**config.mk**
```make
export PLATFORM = sky130hd
export DESIGN_NAME = hlu_host_link_unit
export DESIGN_NICKNAME = d
export VERILOG_FILES = /design/src/verilog/hlu_pkg.sv /design/src/verilog/hlu_fifo.sv /design/src/verilog/hlu_host_link_unit.sv
export VERILOG_INCLUDE_DIRS = /design/src /design/src/verilog
export SDC_FILE = /design/constraint.sdc
export NUM_CORES = 1
export LEC_CHECK = 0
export BUFFER_PORTS_ARGS = -buffer_cell sky130_fd_sc_hd__buf_2
export CAP_MARGIN = 20
export CORE_ASPECT_RATIO = 0.6
export CORE_MARGIN = 2
export CORE_UTILIZATION = 64
export CTS_CLUSTER_SIZE = 8
export DETAILED_ROUTE_END_ITERATION = 8
export PLACE_DENSITY_LB_ADDON = 0.2
export SYNTH_ARGS = -nofsm -noshare
export SYNTH_HDL_FRONTEND = slang
export SYNTH_SLANG_ARGS = --single-unit
```
**constraint.sdc**
```tcl
create_clock -name clock -period 8.86 [get_ports clock]
set_clock_uncertainty 0.15 [all_clocks]
set_input_delay 1.772 -clock clock [delete_from_list [all_inputs] [get_ports clock]]
set_output_delay 1.772 -clock clock [all_outputs]
set_load 0.005 [all_outputs]
```
**src/verilog/hlu_consts.svh**
```systemverilog
`ifndef HLU_CONSTS_SVH
`define HLU_CONSTS_SVH

// Word and address widths
`define HLU_WORD_W 21
`define HLU_ADDR_W 15
`define HLU_CHAN_W 7
`define HLU_FUNC_W 10
`define HLU_STAT_W 10
`define HLU_FIFO_DEPTH 16

// External function bits from the channel
`define HLU_FN_LOAD_DATA 0
`define HLU_FN_LOAD_ADDR 1
`define HLU_FN_START_WR 2
`define HLU_FN_START_RD 3
`define HLU_FN_HOST_ATTN 4
`define HLU_FN_TAKE_DATA 5

// External status bits to the channel
`define HLU_ST_BUSY 0
`define HLU_ST_RX_FULL 1
`define HLU_ST_TX_EMPTY 2

// Reset values
`define HLU_WORD_RST 21'h000000
`define HLU_ADDR_RST 15'h0000
`define HLU_CHAN_RST 7'h00
`define HLU_STAT_RST 10'h000
`define HLU_ADDR_ONE 15'h0001

`endif

```
**src/verilog/hlu_pkg.sv**
```systemverilog
package hlu_pkg;

  typedef enum logic [2:0] {
    HLU_IDLE,
    HLU_WR_ADDR,
    HLU_WR_DATA,
    HLU_RD_ADDR,
    HLU_RD_DATA
  } hlu_state_t;

endpackage : hlu_pkg
```
**src/verilog/hlu_fifo.sv**
```systemverilog
`timescale 1ns/100ps
`default_nettype none

module hlu_fifo #(
  parameter int WIDTH = 21,
  parameter int DEPTH = 16
) (
  input wire logic clock,
  input wire logic rst_n,
  input wire logic in_valid,
  output logic in_ready,
  input wire logic [WIDTH-1:0] in_data,
  output logic out_valid,
  input wire logic out_ready,
  output logic [WIDTH-1:0] out_data
);

  localparam int AW = (DEPTH > 1) ? $clog2(DEPTH) : 1;

  logic [WIDTH-1:0] mem [DEPTH];
  logic [AW-1:0] wr_ptr_q;
  logic [AW-1:0] rd_ptr_q;
  logic [AW:0] count_q;
  logic push;
  logic pop;

  assign in_ready = (count_q != DEPTH[AW:0]);
  assign out_valid = (count_q != '0);
  assign out_data = mem[rd_ptr_q];
  assign push = in_valid && in_ready;
  assign pop = out_valid && out_ready;

  ////////////////////////////////////////////////////////////////////////////
  // Storage
  always_ff @(posedge clock) begin
    if (push) begin
      mem[wr_ptr_q] <= in_data;
    end
  end

  ////////////////////////////////////////////////////////////////////////////
  // Pointers and fill level
  always_ff @(posedge clock or negedge rst_n) begin
    if (!rst_n) begin
      wr_ptr_q <= '0;
      rd_ptr_q <= '0;
      count_q <= '0;
    end else begin
      if (push) begin
        wr_ptr_q <= (wr_ptr_q == AW'(DEPTH - 1)) ? '0 : wr_ptr_q + 1'b1;
      end
      if (pop) begin
        rd_ptr_q <= (rd_ptr_q == AW'(DEPTH - 1)) ? '0 : rd_ptr_q + 1'b1;
      end
      if (push && !pop) begin
        count_q <= count_q + 1'b1;
      end else if (pop && !push) begin
        count_q <= count_q - 1'b1;
      end
    end
  end

endmodule : hlu_fifo

`default_nettype wire

```
**src/verilog/hlu_host_link_unit.sv**
```systemverilog
// Contract
// - Moves 21-bit parallel words both directions
// - Address goes to host with a write word, before a read word
// - Address register spans whole host memory
// - Behaves as plug-addressed buffer selector channel
// - Busy status gates data and address loads
// - Host cannot start or steer anything
// - Host flag word polled through the unit
// - Control instruction interrupts host, traffic follows
`timescale 1ns/100ps
`default_nettype none
`include "hlu_consts.svh"

module hlu_host_link_unit #(
  parameter int WORD_W = `HLU_WORD_W,
  parameter int ADDR_W = `HLU_ADDR_W,
  parameter int FIFO_DEPTH = `HLU_FIFO_DEPTH
) (
  input wire logic clock,
  input wire logic rst_n,
  input wire logic [`HLU_CHAN_W-1:0] chan_plug,
  input wire logic bs_sel,
  input wire logic [`HLU_CHAN_W-1:0] bs_chan,
  input wire logic [WORD_W-1:0] bs_tx_data,
  input wire logic [`HLU_FUNC_W-1:0] bs_func,
  output logic [WORD_W-1:0] bs_rx_data_q,
  output logic [`HLU_STAT_W-1:0] bs_status_q,
  output logic hst_req_q,
  output logic hst_write_q,
  output logic hst_addr_valid_q,
  output logic [ADDR_W-1:0] hst_addr_q,
  output logic [WORD_W-1:0] hst_wdata_q,
  output logic hst_attn_q,
  input wire logic hst_ack,
  input wire logic [WORD_W-1:0] hst_rdata
);

  hlu_pkg::hlu_state_t state_q;
  logic [`HLU_CHAN_W-1:0] chan_q;
  logic [ADDR_W-1:0] addr_q;
  logic rx_full_q;
  logic selected;
  logic busy;
  logic fn_load_data;
  logic fn_load_addr;
  logic fn_start_wr;
  logic fn_start_rd;
  logic fn_attn;
  logic fn_take;
  logic fifo_in_ready;
  logic fifo_out_valid;
  logic fifo_out_ready;
  logic [WORD_W-1:0] fifo_out_data;

  ////////////////////////////////////////////////////////////////////////////
  // Channel decode
  always_ff @(posedge clock or negedge rst_n) begin
    if (!rst_n) begin
      chan_q <= `HLU_CHAN_RST;
    end else begin
      chan_q <= chan_plug;
    end
  end

  assign selected = bs_sel && (bs_chan == chan_q);
  assign busy = (state_q != hlu_pkg::HLU_IDLE) || !fifo_in_ready;
  assign fn_load_data = selected && bs_func[`HLU_FN_LOAD_DATA] && !busy;
  assign fn_load_addr = selected && bs_func[`HLU_FN_LOAD_ADDR] && !busy;
  assign fn_start_wr = selected && bs_func[`HLU_FN_START_WR];
  assign fn_start_rd = selected && bs_func[`HLU_FN_START_RD];
  assign fn_attn = selected && bs_func[`HLU_FN_HOST_ATTN];
  assign fn_take = selected && bs_func[`HLU_FN_TAKE_DATA];

  ////////////////////////////////////////////////////////////////////////////
  // Outgoing word buffer
  assign fifo_out_ready = (state_q == hlu_pkg::HLU_WR_DATA) && hst_ack;

  hlu_fifo #(
    .WIDTH(WORD_W),
    .DEPTH(FIFO_DEPTH)
  ) u_fifo (
    .clock(clock),
    .rst_n(rst_n),
    .in_valid(fn_load_data),
    .in_ready(fifo_in_ready),
    .in_data(bs_tx_data),
    .out_valid(fifo_out_valid),
    .out_ready(fifo_out_ready),
    .out_data(fifo_out_data)
  );

  ////////////////////////////////////////////////////////////////////////////
  // Host address register
  always_ff @(posedge clock or negedge rst_n) begin
    if (!rst_n) begin
      addr_q <= `HLU_ADDR_RST;
    end else if (fn_load_addr) begin
      addr_q <= bs_tx_data[ADDR_W-1:0];
    end else if (hst_req_q && hst_ack) begin
      addr_q <= addr_q + ADDR_W'(`HLU_ADDR_ONE);
    end
  end

  ////////////////////////////////////////////////////////////////////////////
  // Transfer sequencer, started only from the channel side
  always_ff @(posedge clock or negedge rst_n) begin
    if (!rst_n) begin
      state_q <= hlu_pkg::HLU_IDLE;
    end else begin
      case (state_q)
        hlu_pkg::HLU_IDLE: begin
          if (fn_start_wr && fifo_out_valid) begin
            state_q <= hlu_pkg::HLU_WR_ADDR;
          end else if (fn_start_rd && !rx_full_q) begin
            state_q <= hlu_pkg::HLU_RD_ADDR;
          end
        end
        hlu_pkg::HLU_WR_ADDR: begin
          if (fifo_out_valid) begin
            state_q <= hlu_pkg::HLU_WR_DATA;
          end else begin
            state_q <= hlu_pkg::HLU_IDLE;
          end
        end
        hlu_pkg::HLU_WR_DATA: begin
          if (hst_ack) begin
            state_q <= hlu_pkg::HLU_WR_ADDR;
          end
        end
        hlu_pkg::HLU_RD_ADDR: begin
          state_q <= hlu_pkg::HLU_RD_DATA;
        end
        hlu_pkg::HLU_RD_DATA: begin
          if (hst_ack) begin
            state_q <= hlu_pkg::HLU_IDLE;
          end
        end
        default: begin
          state_q <= hlu_pkg::HLU_IDLE;
        end
      endcase
    end
  end

  ////////////////////////////////////////////////////////////////////////////
  // Host address presentation
  always_ff @(posedge clock or negedge rst_n) begin
    if (!rst_n) begin
      hst_addr_valid_q <= 1'b0;
      hst_addr_q <= `HLU_ADDR_RST;
      hst_write_q <= 1'b0;
    end else begin
      hst_addr_valid_q <= 1'b0;
      if ((state_q == hlu_pkg::HLU_WR_ADDR && fifo_out_valid) ||
          state_q == hlu_pkg::HLU_RD_ADDR) begin
        hst_addr_valid_q <= 1'b1;
        hst_addr_q <= addr_q;
        hst_write_q <= (state_q == hlu_pkg::HLU_WR_ADDR);
      end
    end
  end

  ////////////////////////////////////////////////////////////////////////////
  // Host memory access request, the interrupt for each word
  always_ff @(posedge clock or negedge rst_n) begin
    if (!rst_n) begin
      hst_req_q <= 1'b0;
      hst_wdata_q <= `HLU_WORD_RST;
    end else begin
      if (state_q == hlu_pkg::HLU_WR_ADDR && fifo_out_valid) begin
        hst_req_q <= 1'b1;
        hst_wdata_q <= fifo_out_data;
      end else if (state_q == hlu_pkg::HLU_RD_ADDR) begin
        hst_req_q <= 1'b1;
      end else if (hst_req_q && hst_ack) begin
        hst_req_q <= 1'b0;
      end
    end
  end

  ////////////////////////////////////////////////////////////////////////////
  // Attention to host for a control instruction
  always_ff @(posedge clock or negedge rst_n) begin
    if (!rst_n) begin
      hst_attn_q <= 1'b0;
    end else begin
      hst_attn_q <= fn_attn;
    end
  end

  ////////////////////////////////////////////////////////////////////////////
  // Received word, used also to poll the host flag word
  always_ff @(posedge clock or negedge rst_n) begin
    if (!rst_n) begin
      bs_rx_data_q <= `HLU_WORD_RST;
      rx_full_q <= 1'b0;
    end else begin
      if (state_q == hlu_pkg::HLU_RD_DATA && hst_ack) begin
        bs_rx_data_q <= hst_rdata;
        rx_full_q <= 1'b1;
      end else if (fn_take) begin
        rx_full_q <= 1'b0;
      end
    end
  end

  ////////////////////////////////////////////////////////////////////////////
  // Status lines
  always_ff @(posedge clock or negedge rst_n) begin
    if (!rst_n) begin
      bs_status_q <= `HLU_STAT_RST;
    end else begin
      bs_status_q <= `HLU_STAT_RST;
      bs_status_q[`HLU_ST_BUSY] <= busy;
      bs_status_q[`HLU_ST_RX_FULL] <= rx_full_q;
      bs_status_q[`HLU_ST_TX_EMPTY] <= !fifo_out_valid;
    end
  end

endmodule : hlu_host_link_unit

`default_nettype wire

```
### After elaboration in Yosys (flattened, before gate mapping)

Memories as Yosys holds them, arrays and structs flattened. A register that Yosys moved wholly into a read port is not among the register bits.
Index checks and enable logic that the tools add are counted.

* flip-flop bits (word level): 82
* bits in writable memories: 336
* bits of input ports: 70
* logic and storage cells: 87
* memories: 1

* add/subtract/negate cells: 5
* equal/unequal tests: 11
* muxes and demuxes: 20
* reduce and logical (&&, ||, !) cells: 36

Memories
* u_fifo.mem: depth 16, width 21, rd ports 1, clocked after Yosys merged registers in 1, write ports 1, RTL line hlu_fifo.sv:20 `logic [WIDTH-1:0] mem [DEPTH];`

Operators by type and width (number)
* $mux 15: 2
* $logic_and 1x1->1: 19
* $add 15x1->15 const B: 1
* $pmux 3 s5: 1
* $mux 3: 4
* $mux 5: 2
* $add 4x1->4 const B: 2
* $eq 4x4->1 const B: 2
* $mux 1: 8
* $mux 4: 2
* $eq 7x7->1: 1
* $logic_not 1->1: 7
* $eq 3x2->1 const B: 2
* $reduce_bool 2->1: 3
* $reduce_bool 3->1: 2
* $add 5x1->5 const B: 1
* $ne 5x5->1 const B: 1
* $reduce_bool 5->1: 1
* $sub 5x1->5 const B: 1
* $ne 2x2->1 const B: 2
* $eq 3x1->1 const B: 1
* $eq 3x3->1 const B: 1
* $logic_not 3->1: 1
* $ne 3x3->1 const B: 1
* 3 further kinds: 4

### Depth between registers and ports, before layout

* depth in word-level cells: 10
* depth in mapped cells: 13

### By module

Synthesis repeated with hierarchy kept, for this count alone.

* cells, all modules: 977
* area total of the unflattened synthesis: 17769.5 µm²

By module, submodules not included
* hlu_fifo: times used 1, cells an instance 703, area an instance 13923.4 µm², seq. area each 10415.0 µm²
* hlu_host_link_unit: times used 1, cells an instance 274, area an instance 3846.2 µm², seq. area each 2252.2 µm²

### Worst setup path before layout

No wires, ideal clock.

* path type: input to register
* from: input bs_chan[3]
* to: memory u_fifo.mem[3][0], enable pin
* library setup time: 0.453 ns
* arrival time: 4.670 ns
* required time: 8.257 ns
* slack: 3.588 ns
* cell stages on the path: 5
* buffers on the path: 1
* path through: xor2_1 > nor4_4 > nand4_2 > buf_6 > nor4_1

* longest elaborated chain between the ends: 7

Ends and longest elaborated chain
* start: declaration: RTL line hlu_host_link_unit.sv:23 `` input wire logic [`HLU_CHAN_W-1:0] bs_chan, ``
* $eq 7x7->1: RTL line hlu_host_link_unit.sv:65 `assign selected = bs_sel && (bs_chan == chan_q);`
* $logic_and 1x1->1: RTL line hlu_host_link_unit.sv:65
* $logic_and 1x1->1 (2 in series): RTL line hlu_host_link_unit.sv:67 `` assign fn_load_data = selected && bs_func[`HLU_FN_LOAD_DATA] && !busy; ``
* $logic_and 1x1->1: RTL line hlu_fifo.sv:30 `assign push = in_valid && in_ready;`
* $mux 1: RTL line hlu_fifo.sv:36 `if (push) begin`
* $mux 1 (implied by the code): RTL line hlu_fifo.sv:37 `mem[wr_ptr_q] <= in_data;`
* end: declaration: RTL line hlu_fifo.sv:20

No other way between the ends.

### Worst setup path after layout

* from: input bs_chan[3]
* to: register u_fifo.count_q[4]

* longest elaborated chain between the ends: 8
* elaborated cells on any way between the ends: 10
* classes of those cells: 1 x eq/ne; 1 x mux; 8 x reduce/logical

Ends and longest elaborated chain
* $eq 7x7->1 *: RTL line hlu_host_link_unit.sv:65
* $logic_and 1x1->1 *: RTL line hlu_host_link_unit.sv:65
* $logic_and 1x1->1 * (2 in series): RTL line hlu_host_link_unit.sv:67
* $logic_and 1x1->1 *: RTL line hlu_fifo.sv:30
* named net u_fifo.push: RTL line hlu_fifo.sv:24 `logic push;`
* $logic_not 1->1: RTL line hlu_fifo.sv:57 `end else if (pop && !push) begin`
* $logic_and 1x1->1: RTL line hlu_fifo.sv:57
* $reduce_bool 2->1 (no source line)
* end signal: assignment: RTL line hlu_fifo.sv:56 `count_q <= count_q + 1'b1;`
* end signal: assignment: RTL line hlu_fifo.sv:58 `count_q <= count_q - 1'b1;`
* end: declaration: RTL line hlu_fifo.sv:23 `logic [AW:0] count_q;`

The timed path passes the listed nets; every way through them passes the cells marked *.
A chain may end at the register's enable or synchronous reset.

==> run_results.csv <==
group,metric,value,unit
routing,drt_wl_total,36700,um
yosys,synth_top_cell_by_area,"edfxtp_1",
cts,cts.sinks,439,
cts,clkLatencyLatePin,0.60,ns
layout,layout_common_cells,"336 x edfxtp_1, 128 x buf_2, 100 x dfrtp_1",
hold_path,hp-start,"rx_full_q",
hold_path,min_to,"bs_status_q[1]",
setup_path,cp_max_fo,12,
global_routing,grt_util_all_layers,26.4,%
run_status,status,"finished clean",
cts,holdBufCountCts,0,
timing,setup-violations-final,0,
yosys,ys_seq_elements,439,
layout,num-fill-cells,1564,
setup_path,cp_cell_sequence,"buf_2 -> xor2_1 -> nor4_4 -> nand4_2 -> inv_1 -> ha_1 -> inv_1 -> fa_1 -> a21o_1 -> a21oi_1 -> xnor2_1 -> nor2_1 -> xnor2_1",
layout,diodes,0,
timing,period_needed,4.17,ns
timing,hold_viol_final,0,
cts,cts_tree,"yes",
hold_path,hold_class,"flop to flop",
layout,drive_above_1_share,32.1,%
routing,antenna_left,0,
timing,min_period_over_period,47.0,%
setup_path,end_kind,"flop",
yosys,async_flop_share,23.5,%
cts,cts_root_buf,"clkbuf_16",
yosys,syn-cell-area,17400,um^2
global_routing,grt_pass1_wl,56100,um
timing,holdWs,0.258,ns
routing,drt_iter0_drc,819,
yosys,synth-edff-count,336,
power_and_ir_drop,power.leakage,7.17,nW
layout,finalNetCount,1163,
setup_path,reg2reg_depth,5,
routing,drtPass1Iterations,5,
placed_design,dp_hpwl,19700,um
setup_path,r2r-start,"u_fifo.rd_ptr_q[0]",
layout,fin_area,20100,um^2
yosys,synth_cell_types,51,
placed_design,placed_area,18400,um^2
yosys,synth_ff_type,"edfxtp_1",
routing,post_drt_wl_per_cell,24.6,um
setup_path,cp.arrival,4.49,ns
setup_path,cp-start-kind,"input pin",
routing,via_per_inst,6.14,
yosys,syn_inst,920,
power_and_ir_drop,total_power,5.98,mW
power_and_ir_drop,vdd_drop_max,0.187,mV
floorplan,fp.dieH,132,um
global_routing,antenna_found_initial,0,
setup_path,rr_endpoint,"hst_wdata_q[19]",
floorplan,core.rowCount,46,
cts,numCtsBuffers,60,
cts,cts.clk_slew.worst_paths,0.05,ns
cts,cts_buffer_depth,3,
layout,seqCellArea,12700,um^2
power_and_ir_drop,powerDensity,297,nW/um^2
yosys,netlist_top_cells_area,"edfxtp_1 58%, dfrtp_1 15%, mux4_2 11%",
timing,tns,0,ns
yosys,synth-seq-area-share,72.7,%
yosys,syn_avg_cell_area,18.9,um^2
floorplan,core,26600,um^2
yosys,synth_top_cell_area_share,57.9,%
cts,ctsHtreeMaxLevel,2,
routing,route.detailed.drc,0,
hold_path,holdPathStages,0,
yosys,ys_warn_count,0,
timing,worstMarginPinSlew,0.997,ns
setup_path,r2r_slack,5.04,ns
placed_design,gp_congestion,0.759,
placed_design,port-buffer-count,129,
global_routing,grt_pass1_vias,9277,
floorplan,die_w,217,um
setup_path,required,9.18,ns
timing,final-max-slew-violation-count,0,
cts,ctsResizeCount,0,
cts,cts_setup_buffers,0,
layout,final_common_cell,"edfxtp_1",
timing,max_freq,0.240,GHz
layout,area_delta_synth_final,15.5,%
setup_path,crit_type,"input pin to flop",
layout,multiInputGateArea,4430,um^2
floorplan,fp.dieArea,28600,um^2
setup_path,slowest_stage,"fa_1",
setup_path,worst_path_largest_cell_delay,0.43,ns
global_routing,grt-ovfl-total,0,
routing,via_count,9145,
job,drv_cap,0,
timing,rsz0062_at_grt,"false",
floorplan,io_pins,141,
floorplan,floorplan.initialDensity,65.5,%
timing,max-slew-margin-rel,33.5,%
global_routing,grt_max_degree,64,
[area by class of cell]
type / instances / area share [%]
flip-flops and latches: 439 / 63.0
repair buffers: 150 / 4.00
multi-input cells: 417 / 22.0
clock inverters: 3 / 0.224
well taps: 360 / 2.24
inverters: 14 / 0.261
clock buffers: 106 / 8.31
[metrics by stage]
step | worst slack (ns) | cells | utilization, %
2_1_floorplan | 3.59 | 926 | -
3_3_place_gp | 4.11 | 1379 | 69.2
3_5_place_dp | 4.07 | 1379 | 69.2
4_1_cts | 4.67 | 1488 | 75.7
5_1_grt | 4.50 | 1489 | 75.7
6_report | 4.69 | 1489 | 75.7
[sequential cells by signal (all words and copies together) (netlist names)]
signal,count
u_fifo.mem,336
bs_rx_data_q,21
hst_wdata_q,21
hst_req_q,1
hst_addr_q,15
chan_q,7
u_fifo.wr_ptr_q,4
rx_full_q,1
addr_q,15
u_fifo.count_q,5
u_fifo.rd_ptr_q,4
bs_status_q,3
hst_addr_valid_q,1
state_q,3
hst_attn_q,1
hst_write_q,1
[power by group]
part / switching [mW] / internal, mW / total [mW]
clock network: 0.824 / 1.26 / 2.09
logic: 0.612 / 0.671 / 1.28
registers: 0.212 / 2.40 / 2.62
[worst max path at each step]
stage | depth (start not counted) | endpoint | slack [ns] | startpoint
3_5_place_dp | 6 | u_fifo.mem[7][7] | 4.07 | bs_chan[3]
3_3_place_gp | 6 | u_fifo.mem[7][1] | 4.11 | bs_chan[3]
5_1_grt | 13 | u_fifo.count_q[4] | 4.50 | bs_chan[3]
4_1_cts | 6 | u_fifo.mem[7][7] | 4.67 | bs_chan[3]
2_1_floorplan | 5 | u_fifo.mem[3][0] | 3.59 | bs_chan[3]
6_report | 13 | u_fifo.count_q[4] | 4.69 | bs_chan[3]
[layer usage]
metal	track usage [%]	part of all wire, %
met5	0.667	0
met4	7.12	1.6
met3	5.51	8.2
met2	39.4	46
met1	40.7	44
[cell usage after synthesis, types with 2 or more instances]
| library cell | count |
|---|---|
| o21ai_0 | 9 |
| a2111oi_2 | 7 |
| mux4_2 | 84 |
| nor2_1 | 46 |
| and2_1 | 14 |
| buf_4 | 14 |
| clkbuf_1 | 24 |
| ha_1 | 10 |
| nor4_1 | 2 |
| nor3_1 | 5 |
| dfrtp_1 | 103 |
| mux2_2 | 35 |
| a211oi_1 | 19 |
| and3_1 | 2 |
| nor2b_1 | 23 |
| nand2_1 | 24 |
| a21o_1 | 4 |
| and4_1 | 2 |
| nor4_4 | 2 |
| inv_1 | 14 |
| xor2_1 | 16 |
| xnor2_1 | 12 |
| a2111oi_0 | 15 |
| a211oi_2 | 3 |
| nand4_1 | 6 |
| mux2_1 | 2 |
| mux2i_1 | 22 |
| buf_2 | 12 |
| buf_6 | 6 |
| nand3_1 | 7 |
| edfxtp_1 | 336 |
| a21oi_1 | 21 |
[cell families after synthesis]
kind of cell               Yosys count  synth area share, %
DFF                                439                 72.7
adders and majority gates           11                0.833
other                                1               0.0215
and+or+nand+nor                    139                 4.24
muxes                              143                 14.5
AOI/OAI and AO/OA                   89                 4.16
buffers and inverters               70                 2.15
xor gates and xnor gates            28                 1.41
[worst max-delay path, delay by kind of cell]
| kind | cells | cell delay [ns] |
|---|---|---|
| adder cells (fa/ha/maj) | 2 | 0.63 |
| XOR/XNOR | 3 | 0.43 |
| AND/OR/NAND/NOR | 3 | 0.87 |
| buffers and inverters | 3 | 0.41 |
| AO/OA/AOI/OAI | 2 | 0.38 |
No activity file was read; power rests on OpenSTA's default activity.
